`config.mk`:
```
export PLATFORM = sky130hd
export DESIGN_NAME = dcp_top
export DESIGN_NICKNAME = d
export VERILOG_FILES = /design/src/verilog/dcp_pkg.sv /design/src/verilog/dcp_top.sv /design/src/verilog/dcp_pm_data.sv /design/src/verilog/dcp_pme.sv
export SDC_FILE = /design/constraint.sdc
export NUM_CORES = 1
export LEC_CHECK = 0
export BUFFER_PORTS_ARGS = -buffer_cell sky130_fd_sc_hd__buf_2
export CORE_UTILIZATION = 49
export CTS_CLUSTER_DIAMETER = 200
export DETAILED_ROUTE_END_ITERATION = 10
export PLACE_DENSITY = 0.8
export SLEW_MARGIN = 40
export SYNTH_ARGS = -nofsm -noshare
export SYNTH_HDL_FRONTEND = slang
export SYNTH_SLANG_ARGS = --single-unit
```
`constraint.sdc`:
```
create_clock -name sys_clk -period 2.83 [get_ports sys_clk]
set_input_delay 0.566 -clock sys_clk [delete_from_list [all_inputs] [get_ports sys_clk]]
set_output_delay 0.566 -clock sys_clk [all_outputs]
set_load 0.02 [all_outputs]
```
`src/verilog/dcp_pkg.sv`:
```
package dcp_pkg;

  // configuration word offsets
  localparam logic [7:0] PM_CSR_OFFSET  = 8'h44;
  localparam logic [7:0] DEV_CAP_OFFSET = 8'h6c;

  // device capability field positions
  localparam int L0S_LAT_LSB   = 6;
  localparam int L1_LAT_LSB    = 9;
  localparam int ATTN_BTN_BIT  = 12;
  localparam int ATTN_IND_BIT  = 13;
  localparam int PWR_IND_BIT   = 14;
  localparam int SPL_VALUE_LSB = 18;
  localparam int SPL_SCALE_LSB = 26;

  // power management control/status field positions
  localparam int PME_EN_BIT     = 8;
  localparam int DATA_SEL_LSB   = 9;
  localparam int DATA_SCALE_LSB = 13;
  localparam int PME_STAT_BIT   = 15;
  localparam int PM_DATA_LSB    = 24;

  // values after reset
  localparam logic [2:0] EP_LAT_DISABLED  = 3'h0;
  localparam logic       PRESENT_DEFAULT  = 1'b1;
  localparam logic [7:0] SPL_VALUE_RESET  = 8'h00;
  localparam logic [1:0] SPL_SCALE_RESET  = 2'h0;
  localparam logic [3:0] DATA_SEL_RESET   = 4'h0;
  localparam logic [7:0] PM_DATA_NONE     = 8'h00;
  localparam logic [1:0] PM_SCALE_NONE    = 2'h0;

  // slot power limit scale codes
  localparam logic [1:0] SCALE_X1    = 2'h0;
  localparam logic [1:0] SCALE_X0P1  = 2'h1;
  localparam logic [1:0] SCALE_X0P01 = 2'h2;
  localparam logic [1:0] SCALE_X0P001 = 2'h3;

  // bridge operating modes
  typedef enum logic [1:0] {
    DCP_MODE_FWD_TRANSPARENT = 2'h0,
    DCP_MODE_REV_TRANSPARENT = 2'h1,
    DCP_MODE_NON_TRANSPARENT = 2'h3
  } dcp_mode_t;

  // configuration access request
  typedef struct packed {
    logic       rd;
    logic       wr;
    logic [7:0] addr;
    logic [31:0] wdata;
  } dcp_cfg_req_t;

  // serial EEPROM initialization write
  typedef struct packed {
    logic       wr;
    logic [7:0] addr;
    logic [31:0] wdata;
  } dcp_eep_wr_t;

  // slot power limit message from the upstream link
  typedef struct packed {
    logic       valid;
    logic [7:0] value;
    logic [1:0] scale;
  } dcp_spl_msg_t;

endpackage

```
`src/verilog/dcp_top.sv`:
```
`timescale 1ns/100ps
// Notes on behaviour
// RULE1 - event enable/status cleared at reset, not sticky
// RULE2 - no EEPROM: power data and scale read zero
// RULE3 - endpoint L0s latency bits 8:6 read zero
// RULE4 - endpoint L1 latency bits 11:9 read zero
// RULE5 - bit 12 button present, default one
// RULE6 - bit 13 attention indicator present, default one
// RULE7 - bit 14 power indicator present, default one
// RULE8 - presence and power fields valid forward-transparent only
// RULE9 - eight-bit slot power value in 25:18
// RULE10 - slot power scale code in 27:26
// RULE11 - software multiplies value by scale factor
// RULE12 - event enable gates event generation
// RULE13 - event status reads one while event pending
// RULE14 - data select chooses presented power data
// RULE15 - slot power fields set by link message
// RULE16 - software writes to capability fields ignored
module dcp_top (
  // clock and reset
  input  wire logic                 sys_clk,
  input  wire logic                 rst_n,
  // configuration access
  input  wire dcp_pkg::dcp_cfg_req_t cfg_req,
  output logic               [31:0] cfg_rdata,
  output logic                      cfg_rvalid,
  // serial eeprom initialization
  input  wire logic                 eep_present,
  input  wire dcp_pkg::dcp_eep_wr_t eep_wr,
  // upstream link and mode
  input  wire dcp_pkg::dcp_spl_msg_t spl_msg,
  input  wire dcp_pkg::dcp_mode_t   mode,
  // power management events and capability valid
  input  wire logic                 pme_req,
  output logic                      pme_out,
  output logic                      cap_valid
);

  typedef struct packed {
    logic        attn_btn;
    logic        attn_ind;
    logic        pwr_ind;
    logic [7:0]  spl_value;
    logic [1:0]  spl_scale;
    logic [3:0]  data_sel;
    logic        sel_open;
    logic [31:0] rdata;
    logic        rvalid;
    logic        pme_out;
    logic        cap_valid;
  } dcp_top_state_t;

  dcp_top_state_t s_q, s_d;

  logic       pme_en;
  logic       pme_stat;
  logic       pme_raw;
  logic [7:0] pm_data;
  logic [1:0] pm_scale;
  logic       eep_pm;
  logic       eep_cap;
  logic       sw_pm;
  logic       rd_cap;
  logic       rd_pm;

  assign eep_pm  = eep_wr.wr && eep_wr.addr == dcp_pkg::PM_CSR_OFFSET;
  assign eep_cap = eep_wr.wr && eep_wr.addr == dcp_pkg::DEV_CAP_OFFSET;
  assign sw_pm   = cfg_req.wr && cfg_req.addr == dcp_pkg::PM_CSR_OFFSET;
  assign rd_cap  = cfg_req.rd && cfg_req.addr == dcp_pkg::DEV_CAP_OFFSET;
  assign rd_pm   = cfg_req.rd && cfg_req.addr == dcp_pkg::PM_CSR_OFFSET;

  dcp_pme u_pme (
    .sys_clk  (sys_clk),
    .rst_n    (rst_n),
    .en_wr    (sw_pm),
    .en_wdata (cfg_req.wdata[dcp_pkg::PME_EN_BIT]),
    .stat_clr (sw_pm && cfg_req.wdata[dcp_pkg::PME_STAT_BIT]),
    .pme_req  (pme_req),
    .pme_en   (pme_en),
    .pme_stat (pme_stat),
    .pme_out  (pme_raw)
  );

  dcp_pm_data u_pm_data (
    .sys_clk     (sys_clk),
    .rst_n       (rst_n),
    .eep_present (eep_present),
    .load        (eep_pm),
    .load_sel    (eep_wr.wdata[dcp_pkg::DATA_SEL_LSB +: 4]),
    .load_data   (eep_wr.wdata[dcp_pkg::PM_DATA_LSB +: 8]),
    .load_scale  (eep_wr.wdata[dcp_pkg::DATA_SCALE_LSB +: 2]),
    .sel         (s_q.data_sel),
    .rd_data     (pm_data),
    .rd_scale    (pm_scale)
  );

  function automatic logic [31:0] cap_word(input dcp_top_state_t s);
    logic [31:0] w;
    w = '0;
    w[dcp_pkg::L0S_LAT_LSB +: 3]   = dcp_pkg::EP_LAT_DISABLED; // [RULE3]
    w[dcp_pkg::L1_LAT_LSB +: 3]    = dcp_pkg::EP_LAT_DISABLED; // [RULE4]
    w[dcp_pkg::ATTN_BTN_BIT]       = s.attn_btn; // [RULE5]
    w[dcp_pkg::ATTN_IND_BIT]       = s.attn_ind; // [RULE6]
    w[dcp_pkg::PWR_IND_BIT]        = s.pwr_ind; // [RULE7]
    w[dcp_pkg::SPL_VALUE_LSB +: 8] = s.spl_value; // [RULE9]
    w[dcp_pkg::SPL_SCALE_LSB +: 2] = s.spl_scale; // [RULE10]
    cap_word = w;
  endfunction

  always_comb begin
    s_d        = s_q;
    s_d.rvalid = cfg_req.rd;
    s_d.rdata  = '0;
    // eeprom alone may clear the presence bits
    if (eep_cap) begin // [RULE5] [RULE6] [RULE7] [RULE16]
      s_d.attn_btn = eep_wr.wdata[dcp_pkg::ATTN_BTN_BIT];
      s_d.attn_ind = eep_wr.wdata[dcp_pkg::ATTN_IND_BIT];
      s_d.pwr_ind  = eep_wr.wdata[dcp_pkg::PWR_IND_BIT];
    end
    if (spl_msg.valid) begin // [RULE15]
      s_d.spl_value = spl_msg.value;
      s_d.spl_scale = spl_msg.scale;
    end
    // data select: eeprom first, then software once opened
    if (eep_pm) begin // [RULE14]
      s_d.data_sel = eep_wr.wdata[dcp_pkg::DATA_SEL_LSB +: 4];
      s_d.sel_open = 1'b1;
    end else if (sw_pm && s_q.sel_open) begin
      s_d.data_sel = cfg_req.wdata[dcp_pkg::DATA_SEL_LSB +: 4];
    end
    if (cfg_req.rd) begin
      if (cfg_req.addr == dcp_pkg::DEV_CAP_OFFSET) begin
        s_d.rdata = cap_word(s_q);
      end else if (cfg_req.addr == dcp_pkg::PM_CSR_OFFSET) begin
        s_d.rdata[dcp_pkg::PME_EN_BIT]          = pme_en;
        s_d.rdata[dcp_pkg::DATA_SEL_LSB +: 4]   = s_q.data_sel;
        s_d.rdata[dcp_pkg::DATA_SCALE_LSB +: 2] = pm_scale; // [RULE2]
        s_d.rdata[dcp_pkg::PME_STAT_BIT]        = pme_stat; // [RULE13]
        s_d.rdata[dcp_pkg::PM_DATA_LSB +: 8]    = pm_data;
      end
    end
    s_d.pme_out   = pme_raw;
    s_d.cap_valid = (mode == dcp_pkg::DCP_MODE_FWD_TRANSPARENT); // [RULE8]
  end

  always_ff @(posedge sys_clk) begin
    if (!rst_n) begin
      s_q           <= '0;
      s_q.attn_btn  <= dcp_pkg::PRESENT_DEFAULT;
      s_q.attn_ind  <= dcp_pkg::PRESENT_DEFAULT;
      s_q.pwr_ind   <= dcp_pkg::PRESENT_DEFAULT;
      s_q.spl_value <= dcp_pkg::SPL_VALUE_RESET;
      s_q.spl_scale <= dcp_pkg::SPL_SCALE_RESET;
      s_q.data_sel  <= dcp_pkg::DATA_SEL_RESET;
    end else begin
      s_q <= s_d;
    end
  end

  assign cfg_rdata  = s_q.rdata;
  assign cfg_rvalid = s_q.rvalid;
  assign pme_out    = s_q.pme_out;
  assign cap_valid  = s_q.cap_valid;

  property p_lat_zero;
    @(posedge sys_clk) disable iff (!rst_n)
      (cfg_req.rd && cfg_req.addr == dcp_pkg::DEV_CAP_OFFSET)
        |=> cfg_rvalid && cfg_rdata[11:6] == 6'h00;
  endproperty
  a_lat_zero: assert property (p_lat_zero) // [RULE3] [RULE4]
    else $error("endpoint latency fields not zero");

  property p_present_default;
    @(posedge sys_clk)
      !rst_n |=> (s_q.attn_btn && s_q.attn_ind && s_q.pwr_ind);
  endproperty
  a_present_default: assert property (p_present_default) // [RULE5]
    else $error("presence bits not one after reset");

  property p_sw_ignored;
    @(posedge sys_clk) disable iff (!rst_n)
      !eep_cap |=> $stable({s_q.attn_btn, s_q.attn_ind, s_q.pwr_ind});
  endproperty
  a_sw_ignored: assert property (p_sw_ignored) // [RULE16]
    else $error("presence bits changed without eeprom");

  property p_spl_capture;
    @(posedge sys_clk) disable iff (!rst_n)
      spl_msg.valid |=> (s_q.spl_value == $past(spl_msg.value)
                         && s_q.spl_scale == $past(spl_msg.scale));
  endproperty
  a_spl_capture: assert property (p_spl_capture) // [RULE15] [RULE9]
    else $error("slot power limit not captured");

  property p_spl_hold;
    @(posedge sys_clk) disable iff (!rst_n)
      !spl_msg.valid |=> $stable({s_q.spl_value, s_q.spl_scale});
  endproperty
  a_spl_hold: assert property (p_spl_hold) // [RULE10]
    else $error("slot power limit changed without message");

  property p_mode_valid;
    @(posedge sys_clk) disable iff (!rst_n)
      (mode != dcp_pkg::DCP_MODE_FWD_TRANSPARENT) |=> !cap_valid;
  endproperty
  a_mode_valid: assert property (p_mode_valid) // [RULE8]
    else $error("capability valid outside forward mode");

  property p_pm_zero;
    @(posedge sys_clk) disable iff (!rst_n)
      (cfg_req.rd && cfg_req.addr == dcp_pkg::PM_CSR_OFFSET && !eep_present)
        |=> cfg_rdata[31:24] == 8'h00 && cfg_rdata[14:13] == 2'h0;
  endproperty
  a_pm_zero: assert property (p_pm_zero) // [RULE2] [RULE14]
    else $error("power data read nonzero without eeprom");

  property p_btn_read;
    @(posedge sys_clk) disable iff (!rst_n)
      rd_cap |=> cfg_rdata[dcp_pkg::ATTN_BTN_BIT] == $past(s_q.attn_btn);
  endproperty
  a_btn_read: assert property (p_btn_read) // [RULE5]
    else $error("button presence bit misread");

  property p_ind_read;
    @(posedge sys_clk) disable iff (!rst_n)
      rd_cap |=> cfg_rdata[dcp_pkg::ATTN_IND_BIT] == $past(s_q.attn_ind);
  endproperty
  a_ind_read: assert property (p_ind_read) // [RULE6]
    else $error("attention indicator bit misread");

  property p_pwr_read;
    @(posedge sys_clk) disable iff (!rst_n)
      rd_cap |=> cfg_rdata[dcp_pkg::PWR_IND_BIT] == $past(s_q.pwr_ind);
  endproperty
  a_pwr_read: assert property (p_pwr_read) // [RULE7]
    else $error("power indicator bit misread");

  property p_eep_presence;
    @(posedge sys_clk) disable iff (!rst_n)
      eep_cap |=> {s_q.pwr_ind, s_q.attn_ind, s_q.attn_btn}
                  == $past(eep_wr.wdata[14:12]);
  endproperty
  a_eep_presence: assert property (p_eep_presence) // [RULE6]
    else $error("eeprom presence load lost");

  property p_value_read;
    @(posedge sys_clk) disable iff (!rst_n)
      rd_cap |=> cfg_rdata[25:18] == $past(s_q.spl_value);
  endproperty
  a_value_read: assert property (p_value_read) // [RULE9]
    else $error("slot power value misread");

  property p_scale_read;
    @(posedge sys_clk) disable iff (!rst_n)
      rd_cap |=> cfg_rdata[27:26] == $past(s_q.spl_scale);
  endproperty
  a_scale_read: assert property (p_scale_read) // [RULE10]
    else $error("slot power scale misread");

  property p_en_read;
    @(posedge sys_clk) disable iff (!rst_n)
      rd_pm |=> cfg_rdata[dcp_pkg::PME_EN_BIT] == $past(pme_en);
  endproperty
  a_en_read: assert property (p_en_read) // [RULE12]
    else $error("event enable misread");

  property p_stat_read;
    @(posedge sys_clk) disable iff (!rst_n)
      rd_pm |=> cfg_rdata[dcp_pkg::PME_STAT_BIT] == $past(pme_stat);
  endproperty
  a_stat_read: assert property (p_stat_read) // [RULE13]
    else $error("event status misread");

  property p_sel_read;
    @(posedge sys_clk) disable iff (!rst_n)
      rd_pm |=> cfg_rdata[12:9] == $past(s_q.data_sel);
  endproperty
  a_sel_read: assert property (p_sel_read) // [RULE14]
    else $error("data select misread");

  // select moves only on an eeprom load or an opened software write
  property p_sel_locked;
    @(posedge sys_clk) disable iff (!rst_n)
      !eep_pm && !(sw_pm && s_q.sel_open) |=> $stable(s_q.data_sel);
  endproperty
  a_sel_locked: assert property (p_sel_locked) // [RULE14]
    else $error("data select changed while locked");

  property p_pme_on;
    @(posedge sys_clk) disable iff (!rst_n)
      (pme_stat && pme_en) |=> pme_out;
  endproperty
  a_pme_on: assert property (p_pme_on) // [RULE12]
    else $error("event output missing");

  property p_pme_off;
    @(posedge sys_clk) disable iff (!rst_n)
      !pme_en |=> !pme_out;
  endproperty
  a_pme_off: assert property (p_pme_off) // [RULE12]
    else $error("event output while disabled");

  property p_cap_valid_fwd;
    @(posedge sys_clk) disable iff (!rst_n)
      (mode == dcp_pkg::DCP_MODE_FWD_TRANSPARENT) |=> cap_valid;
  endproperty
  a_cap_valid_fwd: assert property (p_cap_valid_fwd) // [RULE8]
    else $error("capability not valid in forward mode");

  property p_reset_outputs;
    @(posedge sys_clk)
      !rst_n |=> !cfg_rvalid && !pme_out && !cap_valid
                 && cfg_rdata == 32'h0;
  endproperty
  a_reset_outputs: assert property (p_reset_outputs) // [RULE1]
    else $error("outputs not cleared by reset");

endmodule

```
`src/verilog/dcp_pm_data.sv`:
```
`timescale 1ns/100ps
// four internal power data/scale slots, selected by the data select field
module dcp_pm_data (
  // clock and reset
  input  wire logic       sys_clk,
  input  wire logic       rst_n,
  // eeprom load
  input  wire logic       eep_present,
  input  wire logic       load,
  input  wire logic [3:0] load_sel,
  input  wire logic [7:0] load_data,
  input  wire logic [1:0] load_scale,
  // read side
  input  wire logic [3:0] sel,
  output logic      [7:0] rd_data,
  output logic      [1:0] rd_scale
);

  typedef struct packed {
    logic [3:0][7:0] data;
    logic [3:0][1:0] scale;
  } dcp_pmd_state_t;

  dcp_pmd_state_t s_q, s_d;

  // selects 0, 3, 4 and 7 map to slots 0..3; others have no slot
  function automatic logic [2:0] slot_of(input logic [3:0] k);
    case (k)
      4'h0:    slot_of = 3'h4;
      4'h3:    slot_of = 3'h5;
      4'h4:    slot_of = 3'h6;
      4'h7:    slot_of = 3'h7;
      default: slot_of = 3'h0;
    endcase
  endfunction

  logic [2:0] rd_slot;
  logic [2:0] ld_slot;

  always_comb begin
    ld_slot = slot_of(load_sel);
    s_d     = s_q;
    if (load && ld_slot[2]) begin
      s_d.data[ld_slot[1:0]]  = load_data;
      s_d.scale[ld_slot[1:0]] = load_scale;
    end
  end

  always_ff @(posedge sys_clk) begin
    if (!rst_n) begin
      s_q <= '0;
    end else begin
      s_q <= s_d;
    end
  end

  always_comb begin
    rd_slot  = slot_of(sel);
    rd_data  = dcp_pkg::PM_DATA_NONE;
    rd_scale = dcp_pkg::PM_SCALE_NONE;
    if (eep_present && rd_slot[2]) begin // [RULE2] [RULE14]
      rd_data  = s_q.data[rd_slot[1:0]];
      rd_scale = s_q.scale[rd_slot[1:0]];
    end
  end

  property p_no_eep_zero;
    @(posedge sys_clk) disable iff (!rst_n)
      !eep_present |-> (rd_data == 8'h00 && rd_scale == 2'h0);
  endproperty
  a_no_eep_zero: assert property (p_no_eep_zero) // [RULE2]
    else $error("power data not zero without eeprom");

endmodule

```
`src/verilog/dcp_pme.sv`:
```
`timescale 1ns/100ps
// power management event enable and status
module dcp_pme (
  // clock and reset
  input  wire logic sys_clk,
  input  wire logic rst_n,
  // software control
  input  wire logic en_wr,
  input  wire logic en_wdata,
  input  wire logic stat_clr,
  // event source
  input  wire logic pme_req,
  // state
  output logic      pme_en,
  output logic      pme_stat,
  output logic      pme_out
);

  typedef struct packed {
    logic en;
    logic stat;
  } dcp_pme_state_t;

  dcp_pme_state_t s_q, s_d;

  always_comb begin
    s_d = s_q;
    if (en_wr) begin
      s_d.en = en_wdata;
    end
    if (stat_clr) begin
      s_d.stat = 1'b0;
    end
    if (pme_req && s_q.en) begin // [RULE12] [RULE13]
      s_d.stat = 1'b1;
    end
  end

  // not sticky: ordinary reset clears both
  always_ff @(posedge sys_clk) begin
    if (!rst_n) begin
      s_q <= '0; // [RULE1]
    end else begin
      s_q <= s_d;
    end
  end

  assign pme_en   = s_q.en;
  assign pme_stat = s_q.stat;
  assign pme_out  = s_q.stat && s_q.en;

  property p_reset_clear;
    @(posedge sys_clk) !rst_n |=> (!pme_en && !pme_stat);
  endproperty
  a_reset_clear: assert property (p_reset_clear) // [RULE1]
    else $error("pme bits not cleared by reset");

  property p_blocked;
    @(posedge sys_clk) disable iff (!rst_n)
      (!pme_en && !en_wr && !pme_stat) |=> !pme_stat;
  endproperty
  a_blocked: assert property (p_blocked) // [RULE12]
    else $error("pme status set while disabled");

  property p_set_wins;
    @(posedge sys_clk) disable iff (!rst_n)
      (pme_req && pme_en) |=> pme_stat;
  endproperty
  a_set_wins: assert property (p_set_wins) // [RULE13]
    else $error("pme event lost");

endmodule

```
==> impl_metrics.toml, run 1 <==
[timing]
max_slew_margin_pct = 58.6
hold_viol_final = 0
clock.fmax_ghz = 0.561
min_period_ps = 1780
clock_skew_ps = 11.8
setup_tns_ps = 0
finalSetupViolations = 0
slew_viol_final = 0
grt_setup_unrepaired = "no"
tightestPinTransition_ps = 619
finalCritPeriodShare_pct = 63.0

[job]
drv_cap = 0

[clock_network]
ctsResizeCount = 0
clock_sinks = 85
clock_latency_ps = 350
hold_buffers = 0
cts_buffers = 9
clk_pin_slew_ps = 90
cts_tree = "built"
post_cts_buffers = 0
cts_buffer_depth = 2
root_buffer = "clkbuf_8"
htree_levels = 3

[route]
drc_errors = 0
routed_via_density = 5.01
first_iter_violations = 114
first_pass_iters = 4
postRouteAntennaNets = 0
wl_per_cell_um = 13.8
via_count = 2505
wl_um = 6880

[logic_synthesis]
yosys_warnings = 0
syn_area_um2 = 3570
synth_ff_type = "dfxtp_1"
yosysSeqAreaShare_pct = 47.7
synth_cell_types = 43
synth_edf_count = 0
yosysMostFrequentCell = "dfxtp_1"
ys_top_cells_by_count = "dfxtp_1, nor2_1, mux2i_1, buf_4, nand2_1"
post-synth-top-area-cell = "dfxtp_1"
synth.area.top_cells = "dfxtp_1, mux2i_1, buf_4, nor2_1, mux4_2"
ys_ff_latch = 85
synth.top_cell.area_share_pct = 47.7
ys_async_sr_fraction_pct = 0
avgSynthCellArea_um2 = 10.4
synth_cells = 342

[global_route]
grt-ovfl-total = 0
grt_pass1_vias = 2451
grt_pass1_wl_um = 11200
grt_max_degree = 51
antenna_found_initial = 0
groute.usage.overall_pct = 19.5

[floorplan]
die_h_um = 87.3
dieArea_um2 = 7620
ios = 135
rows = 30
fp.coreArea_um2 = 6910
start_util_pct = 51.6
die_w_um = 87.3

[cells_and_area]
drive_gt1_share_pct = 30.0
fillers = 655
num_antenna_cells = 0
stdcell_count = 500
final_nets = 499
post-route-util_pct = 58.5
stdcell_area_um2 = 4040
area_growth_pct = 13.3

[min_path]
hp-class = "in -> reg"
holdCritStartpoint = "mode[0]"

[setup_path]
cp-startpoint = "s_q[37]"
crit_slowest_cell = "mux4_2"
cp_cell_sequence = "xor2_1 -> nor3b_4 -> mux4_2 -> nor2b_4"
critPathMaxStageDelay_ps = 550
r2r_start = "s_q[37]"
path_max_fanout = 5
critPathTopFamily = "multiplexers"
worst-setup-path-type = "reg -> reg"
cp_num_buf_inv = 0
required_ps = 3080
cp-end-kind = "flip-flop"
arrival_ps = 2030
crit_path_start_kind = "flip-flop"

[placed_design]
finalWeightedCongestion = 0.824
portBuffers = 80
dp.cells = 484
placed_area_um2 = 3840
dp_hpwl_um = 4880

[status]
outcome = "completed"

[pwr]
p_leak_nw = 2.05
powerDensity_nw_per_um2 = 538
peakVddDrop_mv = 0.289
[layout make-up]
cell class                      count  area, um^2  area share [%]
Clock inverter                      6        62.6            1.55
Timing Repair Buffer               86         445            11.0
Sequential cell                    85        1700            42.1
Multi-Input combinational cell    214        1560            38.6
Tap cell                           96         120            2.97
Inverter                            3        11.3           0.279
Clock buffer                       10         138            3.41
[cell usage in the layout, fill, tap and decap left out, drive strengths merged, types with 4 or more instances in the layout]
cell type  count
nand2         12
buf           86
nand4          5
and2           7
and3           7
clkinv         5
nor2          63
clkbuf        10
o31ai          6
a211oi         4
dfxtp         85
mux2i         58
nor2b          4
mux4           4
conb          10
o22ai          6
mux2           6
[flip-flops by register name (all words and copies together) (netlist names)]
register,count
cap_valid,1
cfg_rdata,22
u_pme.pme_en,1
u_pm_data.s_q,40
u_pme.pme_stat,1
cfg_rvalid,1
pme_out,1
s_q,18
[metrics by stage]
stage / hold slack (ps) / total power, mW / setup WS [ps]
2_1_floorplan: 424 / 1.30 / 1170
3_3_place_gp: 435 / 1.35 / 785
3_5_place_dp: 440 / 1.35 / 743
4_1_cts: 341 / 2.19 / 1020
5_1_grt: 339 / 2.26 / 953
6_report: 353 / 2.17 / 1050
[worst paths after layout]
check	to	cells past startpoint	slack, ps
worst max-delay path	cfg_rdata[28]	4	1050
worst min-delay path	cap_valid	2	350
worst max register to register	cfg_rdata[28]	4	1050
worst min register to register	s_q[35]	2	460
[logic make-up (layout without fill, tap and decap cells)]
group,after synthesis,after routing,share of synthesized area (%)
simple gates,115,115,17.8
other cells,1,10,0.105
mux,68,68,20.7
flops,85,85,47.7
xor+xnor,1,1,0.246
buf+inv,52,105,9.47
compound gates,20,20,4.00
[metal layers]
| layer | part of all wire [%] | wire (um) | track usage, % |
|---|---|---|---|
| met1 | 43 | 2960 | 22.6 |
| met2 | 51 | 3500 | 33.0 |
| met3 | 5.2 | 356 | 5.50 |
| met4 | 0.83 | 57 | 9.69 |
| met5 | 0 | 0 | 0 |
[report_power, final]
part	internal [mW]	switching [mW]	leakage [nW]
registers	1.20	0.00455	0.687
clock network	0.430	0.422	0.106
logic	0.0456	0.0661	1.26
total	1.68	0.493	2.05
No activity file was read; power rests on OpenSTA's default activity.
==> run 2, diff against run 1 <==
==> constraint.sdc (replaced) <==
create_clock -name sys_clk -period 1.65 [get_ports sys_clk]
set_input_delay 0.33 -clock sys_clk [delete_from_list [all_inputs] [get_ports sys_clk]]
set_output_delay 0.33 -clock sys_clk [all_outputs]
set_load 0.02 [all_outputs]
==> run 2 against run 1 <==
Routed wire length rose by 2.2%. First-iteration DRC count rose by 17%. Clock power rose by 86%. Flip-flop and latch count did not move. Combinational power rose by 81%. Via count rose by 2.6%. Design area rose by 4.8%. Non-clock buffer count rose by 16. Maximum frequency rose by 8.8%. Critical path depth rose by 1. Clock-buffer cell count rose by 1. Largest cell class unchanged.
==> impl_metrics.toml, run 2 (synthesis results as in run 1) <==
[cells_and_area]
final_common_cell = "dfxtp_1"
largest_register_ffs = 40
num_antenna_cells = 0
post-route-util_pct = 61.3
top_register = "u_pm_data.s_q"
final_nets = 515
fillers = 589
drive_gt1_share_pct = 32.9
area_growth_pct = 18.7
stdcell_count = 515
layout_common_cells = "dfxtp_1, buf_2, nor2_1"

[timing]
min_period_ps = 1640
hold_ws_ps = 115
clock_skew_ps = 12.9
grt_setup_unrepaired = "yes"
finalCritPeriodShare_pct = 99.3
clock.fmax_ghz = 0.610
setup_tns_ps = 0
slew_viol_final = 0
hold_viol_final = 0
finalSetupViolations = 0

[route]
wl_um = 7030
routed_via_density = 4.99
wl_per_cell_um = 13.7
drc_errors = 0
postRouteAntennaNets = 0
via_count = 2569
first_pass_iters = 4
first_iter_violations = 133

[floorplan]
die_h_um = 87.3
fp.coreArea_um2 = 6910
die_w_um = 87.3
start_util_pct = 51.6
rows = 30
dieArea_um2 = 7620
ios = 135

[setup_path]
critical_path_cell_count = 5
r2r_cells = 5
crit_path_start_kind = "flip-flop"
critPathMaxStageDelay_ps = 480
worst-setup-path-type = "reg -> reg"
cp-startpoint = "s_q[36]"
cp-end-kind = "flip-flop"
cp_num_buf_inv = 1
cp_cell_sequence = "xor2_2 -> nor3b_4 -> buf_12 -> mux4_2 -> nor2b_4"
path_max_fanout = 4
crit_end = "cfg_rdata[28]"
arrival_ps = 1900
r2r_start = "s_q[36]"
critPathTopFamily = "multiplexers"
r2r-end = "cfg_rdata[28]"
required_ps = 1910
r2r_setup_slack_ps = 10
crit_slowest_cell = "mux4_2"

[pwr]
peakVddDrop_mv = 0.342
seqPwrFrac_pct = 53.6
netSwitchingFraction_pct = 21.5
clkPwrFrac_pct = 41.2
power.internal_mw = 3.04
p_comb_share_pct = 5.3
powerDensity_nw_per_um2 = 914
p_leak_nw = 2.15
p_switching_uw = 833

[placed_design]
dp_hpwl_um = 4980
portBuffers = 80
dp.cells = 500
finalWeightedCongestion = 0.797

[global_route]
grt_pass1_wl_um = 11700
grt-ovfl-total = 0
grt_pass1_vias = 2491
groute.usage.overall_pct = 20.0
antenna_found_initial = 0
grt_max_degree = 50

[job]
drv_cap = 0

[clock_network]
clock_sinks = 85
cts_tree = "built"
root_buffer = "clkbuf_8"
htree_levels = 3
clk_pin_slew_ps = 90
cts_buffer_depth = 2
clock_latency_ps = 350
cts_buffers = 9

[min_path]
holdCritStartpoint = "mode[0]"
hp-class = "in -> reg"

[status]
outcome = "completed"
==> run 2: cell count changes in the layout (fill, tap and decap cells not counted) <==
cell / delta
buf_12: +4
buf_4: +12
bufinv_16: +1
clkbuf_1: +1
clkinv_2: -2
clkinv_4: -2
clkinvlp_4: +1
dfxtp_1: -2
dfxtp_2: +2
xor2_1: -1
xor2_2: +1
==> run 2: area by class of cell <==
| class | instances | area [um^2] | share of cell area (%) |
|---|---|---|---|
| Clock inverter | 4 | 72.6 | 1.71 |
| Inverter | 3 | 11.3 | 0.266 |
| Multi-Input combinational cell | 214 | 1570 | 37.1 |
| Clock buffer | 11 | 141 | 3.34 |
| Timing Repair Buffer | 102 | 616 | 14.5 |
| Tap cell | 96 | 120 | 2.84 |
| Sequential cell | 85 | 1700 | 40.2 |
==> run 2: power by group through the flow <==
stage               Clock [mW]  Combinational (mW)  Sequential, mW
floorplan                    0               0.108            2.12
detailed placement           0               0.202            2.12
CTS                       1.60               0.203            2.07
global route              1.71               0.225            2.08
global placement             0               0.197            2.12
finish                    1.59               0.203            2.07
==> run 2: worst min-delay path by stage <==
| stage | slack (ps) | cells past startpoint | to |
|---|---|---|---|
| 6_report | 120 | 2 | cap_valid |
| 5_1_grt | 120 | 2 | cap_valid |
| 4_1_cts | 110 | 2 | cap_valid |
| 3_5_place_dp | 440 | 1 | cfg_rdata[20] |
| 3_3_place_gp | 430 | 1 | cfg_rdata[20] |
| 2_1_floorplan | 400 | 1 | cap_valid |
==> run 2: timing repair <==
action                     in CTS  in global routing
buffers inserted                0                  0
setup endpoints to repair       4                  4
pin swaps                       1                  0
gates resized for setup         2                  1
hold buffers                    0                  0
==> run 2: worst reg2reg max path, stage by stage, from the launching register on <==
cell and delay (ps):
dfxtp_2 360, xor2_2 200, nor3b_4 220, buf_12 150, mux4_2 490, nor2b_4 140
==> run 2: per-layer routing <==
layer	wire, um	track usage (%)
met1	3150	24.4
met2	3420	34.2
met3	321	3.89
met4	137	9.09
met5	0	0
==> run 2: metrics by stage <==
step	total power, mW	instance area (um^2)	worst slack [ps]
finish	3.87	4230	11.3
global route	4.01	4230	-19.6
CTS	3.88	4230	0.863
detailed placement	2.32	4010	-18.6
global placement	2.32	4010	-13.8
floorplan	2.23	3600	34.3
==> run 3, diff against run 2 <==
--- a/config.mk
+++ b/config.mk
@@ -5,11 +5,12 @@
 export SDC_FILE = /design/constraint.sdc
 export NUM_CORES = 1
 export LEC_CHECK = 0
+export ABC_AREA = 1
 export BUFFER_PORTS_ARGS = -buffer_cell sky130_fd_sc_hd__buf_2
 export CORE_UTILIZATION = 49
 export CTS_CLUSTER_DIAMETER = 200
 export DETAILED_ROUTE_END_ITERATION = 10
-export PLACE_DENSITY = 0.8
+export PLACE_DENSITY = 0.78
 export SLEW_MARGIN = 40
 export SYNTH_ARGS = -nofsm -noshare
 export SYNTH_HDL_FRONTEND = slang
==> run 3 against run 2 <==
Global-route usage decreased by 0.46 points. Worst setup slack improved by 320 ps. Synthesized cell count grew 71%. Sequential power barely moved. Die area rose by 12%. Critical path depth rose by 2. Largest power group unchanged.
==> impl_metrics.toml, run 3 <==
[route]
first_iter_violations = 158
drc_errors = 0
wl_um = 8120
via_count = 3413
first_pass_iters = 5
routed_via_density = 4.54
wl_per_cell_um = 10.8
postRouteAntennaNets = 0

[logic_synthesis]
synth_edf_count = 0
ys_ff_latch = 85
synth_cell_types = 30
synth_cells = 585
avgSynthCellArea_um2 = 6.85
syn_area_um2 = 4010
ys_async_sr_fraction_pct = 0
post-synth-top-area-cell = "dfxtp_1"
synth.area.top_cells = "dfxtp_1, nand2_1, inv_1, nor2_1, buf_4"
synth.top_cell.area_share_pct = 42.5
ys_top_cells_by_count = "nand2_1, inv_1, dfxtp_1, nor2_1, buf_4"
yosysSeqAreaShare_pct = 42.5
yosys_warnings = 0
yosysMostFrequentCell = "nand2_1"
synth_ff_type = "dfxtp_1"

[setup_path]
r2r_start = "s_q[37]"
worst-setup-path-type = "reg -> reg"
crit_slowest_cell = "dfxtp_1"
cp-end-kind = "flip-flop"
r2r-end = "cfg_rdata[26]"
r2r_cells = 7
required_ps = 1950
cp-startpoint = "s_q[37]"
crit_top_cell = "nand2_1"
arrival_ps = 1620
r2r_setup_slack_ps = 330
critPathMaxStageDelay_ps = 330
path_max_fanout = 16
cp_cell_sequence = "nand2_1 -> nor2_2 -> buf_4 -> nand2_1 -> o211ai_1 -> nand3_1 -> nand2_1"
crit_path_start_kind = "flip-flop"
crit_end = "cfg_rdata[26]"

[global_route]
grt_pass1_vias = 3042
groute.usage.overall_pct = 19.6
grt-ovfl-total = 0
grt_pass1_wl_um = 13200
antenna_found_initial = 0
grt_max_degree = 30

[pwr]
peakVddDrop_mv = 0.356
powerDensity_nw_per_um2 = 810
p_leak_nw = 2.31

[timing]
clock_skew_ps = 11.8
setup_ws_ps = 333
hold_viol_final = 0
finalCritPeriodShare_pct = 79.8
grt_setup_unrepaired = "no"
slew_viol_final = 0
finalSetupViolations = 0
setup_tns_ps = 0
hold_ws_ps = 128
min_period_ps = 1320
clock.fmax_ghz = 0.759

[clock_network]
cts_buffers = 9
htree_levels = 3
clock_sinks = 85
clk_pin_slew_ps = 80
cts_buffer_depth = 2
cts_tree = "built"
root_buffer = "clkbuf_8"
hold_buffers = 0
post_cts_buffers = 0
clock_latency_ps = 350
ctsResizeCount = 0

[floorplan]
fp.coreArea_um2 = 7810
die_w_um = 92.4
rows = 32
dieArea_um2 = 8540
start_util_pct = 51.3
die_h_um = 92.4
ios = 135

[min_path]
hp-class = "in -> reg"
holdCritStartpoint = "mode[0]"

[cells_and_area]
final_nets = 745
final_common_cell = "nand2_1"
layout_common_cells = "nand2_1, inv_1, dfxtp_1"
stdcell_area_um2 = 4470
top_register = "u_pm_data.s_q"
num_antenna_cells = 0
area_growth_pct = 11.7
largest_register_ffs = 40
drive_gt1_share_pct = 20.0

[placed_design]
dp_slack_ps = 137
placed_area_um2 = 4300
finalWeightedCongestion = 0.781
dp_hpwl_um = 5990
portBuffers = 80

[job]
drv_cap = 0

[status]
outcome = "completed"
-- run 3: through the flow --
stage               util (%)  instances  total power, mW
CTS                     57.3        752             3.65
global route            57.3        752             3.76
finish                  57.3        752             3.62
global placement        55.1        736             2.36
detailed placement      55.1        736             2.36
floorplan                  -        594             2.27
-- run 3: area by class of cell --
class                      count  area, um^2
clock buffer                   9         124
clock inverter                 7        51.3
fill                         748        3330
inverter                      97         364
multi-input combinational    360        1620
sequential                    85        1700
tap                          102         128
timing repair buffer          92         490
-- run 3: kinds of logic after synthesis --
family | Yosys count | share of synthesized area (%)
AOI/OAI and AO/OA | 54 | 7.12
buffers and inverters | 149 | 18.0
and+or+nand+nor | 296 | 32.3
other | 1 | 0.0936
DFF | 85 | 42.5
-- run 3: power by group --
| part | leakage (nW) | internal, mW | switching (mW) |
|---|---|---|---|
| Combinational | 1.54 | 0.0861 | 0.153 |
| Sequential | 0.688 | 2.07 | 0.00649 |
| Clock | 0.0856 | 0.551 | 0.757 |
| Total | 2.31 | 2.71 | 0.917 |
-- run 3: worst max-delay path: cells and delay by family (launching register included) --
family / cells / cell delay [ps]
compound gates: 1 / 160
buf+inv: 1 / 250
flops: 1 / 330
simple gates: 5 / 540
-- run 3: layer usage --
layer  vias up  share of wire [%]  global-route usage, %
met4         0                1.4                   7.03
met5         -                  0                      0
met3        11                4.5                   3.53
met1      1464                 48                   24.7
li1       1844                  -                      -
met2        94                 46                   33.3
-- run 3: worst min path at each step --
stage,endpoint,slack [ps],cells after the start
6_report,cap_valid,130,2
3_5_place_dp,cfg_rdata[22],430,2
5_1_grt,cap_valid,120,2
2_1_floorplan,cap_valid,410,1
4_1_cts,cap_valid,120,2
3_3_place_gp,cfg_rdata[19],420,2
